<file path="src/rtl/gpc_pkg.sv">
// Contract
// - Direction 1 makes pin input, high impedance; 0 drives latch bit.
// - First port is eight bidirectional pins with data, latch, direction bits.
// - Reading latch register returns stored latch, not pin level.
// - Peripherals may override pin direction to output or to input.
// - Override never enters direction register; reads return software value.
// - Second port is eight pins, each independently input or output.
// - Mode bit 4 of shared register selects slave port; clear returns GPIO.
// - Third port is three bidirectional pins, each input or output.
// - In slave mode third port bits 0,1,2 are read, write, chip select.
// - Third port pin selected analog reads zero in data register.
// - Input buffer full flag bit 7 set while received word unread.
// - Overflow bit 5 set on write before prior word read; software clears.
// - Bit 6 is read-only output buffer full flag.
// - Bit 3 reads zero; shared register resets to 0000 0111.
// - Both 8-bit direction registers reset to all ones.
// - Data register reads pins, writes latch; third port keeps low 3 bits.
package gpc_pkg;

   // ----------------------------------------
   // Register map (word index on the plain port)
   // ----------------------------------------
   localparam logic [3:0] ADDR_C_PINS  = 4'h0;
   localparam logic [3:0] ADDR_C_LATCH = 4'h1;
   localparam logic [3:0] ADDR_C_DIR   = 4'h2;
   localparam logic [3:0] ADDR_D_PINS  = 4'h3;
   localparam logic [3:0] ADDR_D_LATCH = 4'h4;
   localparam logic [3:0] ADDR_D_DIR   = 4'h5;
   localparam logic [3:0] ADDR_E_PINS  = 4'h6;
   localparam logic [3:0] ADDR_E_LATCH = 4'h7;
   localparam logic [3:0] ADDR_E_DIR   = 4'h8;

   // ----------------------------------------
   // Shared direction/status register fields
   // ----------------------------------------
   localparam int BIT_IBF     = 7;
   localparam int BIT_OBF     = 6;
   localparam int BIT_INPUT_OVERFLOW_FLAG    = 5;
   localparam int BIT_SLAVE_PORT_MODE_SELECT = 4;

   // ----------------------------------------
   // Reset values
   // ----------------------------------------
   localparam logic [7:0] RST_DIR8  = 8'hFF;
   localparam logic [2:0] RST_DIR3  = 3'h7;
   localparam logic [7:0] RST_LATCH = 8'h00;

   // Register bus request
   typedef struct packed {
      logic [3:0] addr;
      logic [7:0] wdata;
      logic       wr;
      logic       rd;
   } gpc_bus_t;

   // Peripheral override for one 8-bit port
   typedef struct packed {
      logic [7:0] claim;
      logic [7:0] oe;
      logic [7:0] val;
   } gpc_ovr_t;

endpackage

</file>
<file path="src/rtl/gpc_ports.sv">
`timescale 1ns/10ps
`default_nettype none
module gpc_ports (
   // Clock and reset
   input  wire logic              mclk_in,
   input  wire logic              srst_in,
   // Register port
   input  wire gpc_pkg::gpc_bus_t bus_in,
   output logic [7:0]             rdata_out,
   // Peripheral overrides
   input  wire gpc_pkg::gpc_ovr_t ovr_c_in,
   input  wire gpc_pkg::gpc_ovr_t ovr_d_in,
   input  wire logic [2:0]        ovr_e_claim_in,
   input  wire logic [2:0]        ovr_e_oe_in,
   input  wire logic [2:0]        ovr_e_val_in,
   input  wire logic [2:0]        e_analog_in,
   // Pins
   input  wire logic [7:0]        c_pin_in,
   output logic [7:0]             c_pin_out,
   output logic [7:0]             c_pin_oe_out,
   input  wire logic [7:0]        d_pin_in,
   output logic [7:0]             d_pin_out,
   output logic [7:0]             d_pin_oe_out,
   input  wire logic [2:0]        e_pin_in,
   output logic [2:0]             e_pin_out,
   output logic [2:0]             e_pin_oe_out,
   // Slave port status
   output logic                   slave_mode_out,
   output logic                   slave_ibf_out
);
   import gpc_pkg::*;

   typedef struct packed {
      logic [7:0] c_lat, c_dir, c_s1, c_s2;
      logic [7:0] d_lat, d_dir, d_s1, d_s2;
      logic [2:0] e_lat, e_dir, e_s1, e_s2;
      logic       mode, input_buffer_full_flag, output_buffer_full_flag, input_overflow_flag;
      logic       wr_act, rd_act;
      logic [7:0] rdata;
   } gpc_state_t;

   gpc_state_t st_ff;
   gpc_state_t nxt_st;
   logic       ps_wr;
   logic       ps_rd;
   logic       ps_wr_edge;
   logic       ps_rd_edge;
   logic [7:0] d_oe_gpio;

   // ----------------------------------------
   // External slave strobes (active low, synchronised)
   // ----------------------------------------
   assign ps_rd      = st_ff.mode && !st_ff.e_s2[0] && !st_ff.e_s2[2];
   assign ps_wr      = st_ff.mode && !st_ff.e_s2[1] && !st_ff.e_s2[2];
   assign ps_wr_edge = ps_wr && !st_ff.wr_act;
   assign ps_rd_edge = ps_rd && !st_ff.rd_act;

   always_comb begin
      nxt_st        = st_ff;
      // Second stage only reads the first
      nxt_st.c_s1   = c_pin_in;
      nxt_st.c_s2   = st_ff.c_s1;
      nxt_st.d_s1   = d_pin_in;
      nxt_st.d_s2   = st_ff.d_s1;
      nxt_st.e_s1   = e_pin_in;
      nxt_st.e_s2   = st_ff.e_s1;
      nxt_st.wr_act = ps_wr;
      nxt_st.rd_act = ps_rd;
      nxt_st.rdata  = 8'h00;

      // External master read empties the output buffer
      if (ps_rd_edge) begin
         nxt_st.output_buffer_full_flag = 1'b0;
      end

      if (bus_in.wr) begin
         unique case (bus_in.addr)
            ADDR_C_PINS, ADDR_C_LATCH: nxt_st.c_lat = bus_in.wdata;
            ADDR_C_DIR:                nxt_st.c_dir = bus_in.wdata;
            ADDR_D_PINS, ADDR_D_LATCH: begin
               nxt_st.d_lat = bus_in.wdata;
               // Loading the latch in slave mode presents a word to the master
               if (st_ff.mode) begin
                  nxt_st.output_buffer_full_flag = 1'b1;
               end
            end
            ADDR_D_DIR:                nxt_st.d_dir = bus_in.wdata;
            ADDR_E_PINS, ADDR_E_LATCH: nxt_st.e_lat = bus_in.wdata[2:0];
            ADDR_E_DIR: begin
               nxt_st.e_dir = bus_in.wdata[2:0];
               nxt_st.mode  = bus_in.wdata[BIT_SLAVE_PORT_MODE_SELECT];
               if (!bus_in.wdata[BIT_INPUT_OVERFLOW_FLAG]) begin
                  nxt_st.input_overflow_flag = 1'b0;
               end
            end
            default: ;
         endcase
      end

      if (bus_in.rd) begin
         unique case (bus_in.addr)
            ADDR_C_PINS:  nxt_st.rdata = st_ff.c_s2;
            ADDR_C_LATCH: nxt_st.rdata = st_ff.c_lat;
            ADDR_C_DIR:   nxt_st.rdata = st_ff.c_dir;
            ADDR_D_PINS: begin
               // In slave mode the port reads the captured input word
               nxt_st.rdata = st_ff.mode ? st_ff.d_lat : st_ff.d_s2;
               if (st_ff.mode) begin
                  nxt_st.input_buffer_full_flag = 1'b0;
               end
            end
            ADDR_D_LATCH: nxt_st.rdata = st_ff.d_lat;
            ADDR_D_DIR:   nxt_st.rdata = st_ff.d_dir;
            ADDR_E_PINS:  nxt_st.rdata = {5'h00, st_ff.e_s2 & ~e_analog_in};
            ADDR_E_LATCH: nxt_st.rdata = {5'h00, st_ff.e_lat};
            ADDR_E_DIR:   nxt_st.rdata = {st_ff.input_buffer_full_flag, st_ff.output_buffer_full_flag, st_ff.input_overflow_flag, st_ff.mode,
                                          1'b0, st_ff.e_dir};
            default:      nxt_st.rdata = 8'h00;
         endcase
      end

      // External write: capture word; set beats any clear in the same cycle
      if (ps_wr_edge) begin
         nxt_st.d_lat = st_ff.d_s2;
         nxt_st.input_buffer_full_flag   = 1'b1;
         if (st_ff.input_buffer_full_flag) begin
            nxt_st.input_overflow_flag = 1'b1;
         end
      end
   end

   always_ff @(posedge mclk_in) begin
      if (srst_in) begin
         st_ff       <= '0;
         st_ff.c_lat <= RST_LATCH;
         st_ff.d_lat <= RST_LATCH;
         st_ff.e_lat <= RST_LATCH[2:0];
         st_ff.c_dir <= RST_DIR8;
         st_ff.d_dir <= RST_DIR8;
         st_ff.e_dir <= RST_DIR3;
      end else begin
         st_ff <= nxt_st;
      end
   end

   // ----------------------------------------
   // Pin drivers
   // ----------------------------------------
   // Slave mode drives the port only during an external read
   assign d_oe_gpio = st_ff.mode ? {8{ps_rd}} : ~st_ff.d_dir;

   always_comb begin
      for (int i = 0; i < 8; i++) begin
         c_pin_oe_out[i] = ovr_c_in.claim[i] ? ovr_c_in.oe[i] : ~st_ff.c_dir[i];
         c_pin_out[i]    = ovr_c_in.claim[i] ? ovr_c_in.val[i] : st_ff.c_lat[i];
         d_pin_oe_out[i] = ovr_d_in.claim[i] ? ovr_d_in.oe[i] : d_oe_gpio[i];
         d_pin_out[i]    = ovr_d_in.claim[i] ? ovr_d_in.val[i] : st_ff.d_lat[i];
      end
      for (int j = 0; j < 3; j++) begin
         // Direction bits still steer drivers when pins are analog
         e_pin_oe_out[j] = ovr_e_claim_in[j] ? ovr_e_oe_in[j] : ~st_ff.e_dir[j];
         e_pin_out[j]    = ovr_e_claim_in[j] ? ovr_e_val_in[j] : st_ff.e_lat[j];
      end
   end

   assign rdata_out      = st_ff.rdata;
   assign slave_mode_out = st_ff.mode;
   assign slave_ibf_out  = st_ff.input_buffer_full_flag;

endmodule // gpc_ports
`default_nettype wire

</file>
<file path="config.mk">
export PLATFORM = sky130hd
export DESIGN_NAME = gpc_ports
export DESIGN_NICKNAME = d
export VERILOG_FILES = /design/src/rtl/gpc_pkg.sv /design/src/rtl/gpc_ports.sv
export SDC_FILE = /design/constraint.sdc
export NUM_CORES = 1
export LEC_CHECK = 0
export ABC_AREA = 1
export BUFFER_PORTS_ARGS = -buffer_cell sky130_fd_sc_hd__buf_2
export CAP_MARGIN = 20
export CORE_MARGIN = 5
export CORE_UTILIZATION = 45
export DETAILED_ROUTE_END_ITERATION = 7
export HOLD_SLACK_MARGIN = 0.02
export PLACE_DENSITY = 0.81
export SYNTH_ARGS = -nofsm -noshare
export SYNTH_HDL_FRONTEND = slang
export SYNTH_SLANG_ARGS = --single-unit
</file>
<file path="constraint.sdc">
create_clock -name mclk_in -period 1.5 [get_ports mclk_in]
set_clock_uncertainty 0.05 [all_clocks]
set_input_delay 0.225 -clock mclk_in [delete_from_list [all_inputs] [get_ports mclk_in]]
set_output_delay 0.225 -clock mclk_in [all_outputs]
set_load 0.005 [all_outputs]
</file>
==> flow_metrics.py <==
metrics = {
    "critical_path": {
        "startpoint_type": "register",
        "path_max_fanout": 7,
        "crit_chain": "inv_2, nor2_4, nand2_2, buf_6, buf_4, a22oi_2, buf_2",
        "end_kind": "output port",
        "cp.arrival_ns": 1.47,
        "rr_worst_depth": 9,
        "cp.required_ns": 1.22,
        "slowest_delay_ns": 0.35,
        "cpMaxStageDelayCell": "dfxtp_2",
        "crit_type": "register to output port",
    },
    "sta": {
        "setup_slack_ns": -0.241,
        "rsz0062_at_grt": "true",
        "fin_crit_ns": 1.74,
        "tns_ns": -1.78,
        "drv_slew": 0,
        "slew_headroom": 0.732,
        "hold_viol": 0,
        "hold-worst-slack_ns": 0.0389,
        "period_share": 1.16,
        "tightest_slew_ns": 0.402,
        "setup_violations": 8,
        "max_freq_mhz": 574,
    },
    "clock_network": {
        "clock-sinks": 90,
        "clock_path_buffers": 2,
        "cts_buffers": 9,
        "htreeDepth": 3,
        "insertion_delay_ns": 0.35,
        "clk_pin_slew_ns": 0.08,
        "clk_root_buffer_cell": "clkbuf_8",
        "cts_tree": "yes",
    },
    "placed_design": {
        "dp_hpwl_um": 9960,
        "dp_slack_ns": 0.0179,
        "place.gp.congestion": 0.919,
        "placedCellCount": 862,
        "port_buffers": 142,
        "dpl_cell_area_mm2": 0.00512,
    },
    "logic_synthesis": {
        "ys_seq_elements": 90,
        "synth_area_mm2": 0.00417,
        "synth_cell_types": 23,
        "syn-num-nets": 700,
        "post_synth.cell_area_avg_um2": 6.90,
        "yosysSeqAreaShare": 0.432,
        "yosysWarningCount": 0,
        "syn_inst": 605,
    },
    "final_layout": {
        "final_cell_area_mm2": 0.00562,
        "layout.nets": 878,
        "area_growth_pct": 34.7,
        "antenna_cells": 0,
        "final-instance-count-excl-fill": 897,
        "drive_gt1_frac": 0.295,
        "final_util": 0.614,
    },
    "run_status": {
        "status": "complete, but fails checks",
        "violations": "setup timing",
    },
    "global_route": {
        "grt_start_max_net_pins": 43,
        "antenna_found_initial": 0,
        "grt_pass1_wl_um": 20100,
        "overflow": 0,
        "grtUsageTotal": 0.222,
        "grt_pass1_vias": 4132,
    },
    "power": {
        "p_leak_nw": 2.89,
        "powerDensity_mw_per_mm2": 920,
        "report.power.total_mw": 5.17,
        "vdd_drop_max_mv": 0.681,
    },
    "job": {
        "drv_cap": 0,
    },
    "floorplan": {
        "row_count": 35,
        "die_h_um": 106,
        "io_pins": 143,
        "coreArea_mm2": 0.00915,
        "die-width_um": 106,
        "initial_utilization": 0.456,
        "die-area_mm2": 0.0113,
    },
    "worst_hold_path": {
        "hold_path.class": "input port to register",
        "whs_path_depth": 3,
    },
    "routing": {
        "ant_nets": 0,
        "drc": 0,
        "firstDrtPassIters": 5,
        "finalWirelength_um": 12900,
        "wl_per_cell_um": 14.4,
        "first_iter_violations": 356,
        "vias_per_cell": 5.02,
        "via_count": 4501,
    },
}
-- flip-flops by register name (all words and copies together) (netlist names) --
name / count
nxt_st: 19
slave_mode_out: 1
rdata_out: 8
slave_ibf_out: 1
st_ff: 61
-- layer usage --
metal | share of wire | up-vias | GRT usage | wire (µm)
met2 | 0.46 | 201 | 0.367 | 5960
met4 | 0.020 | 0 | 0.0749 | 254
met1 | 0.43 | 2015 | 0.287 | 5540
met3 | 0.087 | 19 | 0.0504 | 1120
li1 | - | 2266 | - | -
met5 | 0 | - | 0 | 0
-- cells in the mapped netlist, drive strengths merged --
library cell  number  area, µm²
a22oi              2       15.0
nand2            127        489
o221ai             3       26.3
nor4               1       6.26
inv               90        338
clkbuf            11       41.3
nand3b             1       11.3
mux2               6       67.6
o211ai            16        120
o21ai             69        345
a21oi             27        146
nor2              89        367
dfxtp             90       1800
buf               20        134
nand3             53        265
-- cell usage in the layout (no fill, tap or decap), drive strengths merged --
master / Yosys / layout
buf: 20 / 181
nand2: 127 / 127
inv: 90 / 91
dfxtp: 90 / 90
nor2: 89 / 89
o21ai: 69 / 69
nand3: 53 / 53
a21oi: 27 / 27
dlygate4sd3: 0 / 17
o211ai: 16 / 16
clkbuf: 11 / 9
mux2: 6 / 6
o221ai: 3 / 3
bufinv: 0 / 3
a22oi: 2 / 2
nand3b: 1 / 1
nor4: 1 / 1
clkinv: 0 / 1
-- kinds of logic (layout without fill, tap and decap cells) --
family,Yosys count,count (layout),share of synthesized area
muxes,6,6,0.0162
buffers and inverters,121,302,0.123
and+or+nand+nor,271,271,0.273
DFF,90,90,0.432
AOI/OAI and AO/OA,117,117,0.156
-- final timing paths --
kind / startpoint / to / slack [ns]
setup reg to reg: slave_mode_out$_SDFFE_PP0P_ / st_ff[56]$_SDFFE_PP0P_ / 0.08
hold / removal: c_pin_in[3] / nxt_st[61]$_SDFF_PP0_ / 0.04
hold reg to reg: nxt_st[33]$_SDFF_PP0_ / st_ff[33]$_SDFF_PP0_ / 0.36
setup / recovery: slave_mode_out$_SDFFE_PP0P_ / d_pin_oe_out[3] / -0.24
-- worst max-delay path, delay by kind of cell, from the launching register on --
kind | cells | cell delay [ns]
DFF | 1 | 0.35
and+or+nand+nor | 2 | 0.15
buffers and inverters | 4 | 0.47
AOI/OAI and AO/OA | 1 | 0.15
-- power breakdown --
group	total (mW)	internal [mW]	switching, mW
registers	2.52	2.48	0.0464
logic	0.739	0.343	0.395
clock network	1.91	1.09	0.819
total	5.17	3.91	1.26
-- final cells by class --
cell class / instances / area (µm²)
inverter: 90 / 338
clock buffer: 9 / 124
fill: 822 / 3530
multi-input combinational: 394 / 1900
sequential: 90 / 1810
tap: 111 / 139
clock inverter: 5 / 104
timing repair buffer: 198 / 1210
-- timing repair --
| item | CTS | global route |
|---|---|---|
| hold endpoints to repair | 17 | 0 |
| hold buffers | 17 | 0 |
| endpoints found under the setup margin | 8 | 9 |
| buffers inserted | 3 | 1 |
| gates resized for setup | 13 | 12 |
| pin swaps | 0 | 1 |
| cloned | 0 | 0 |
(Power assumes the default switching activity.)
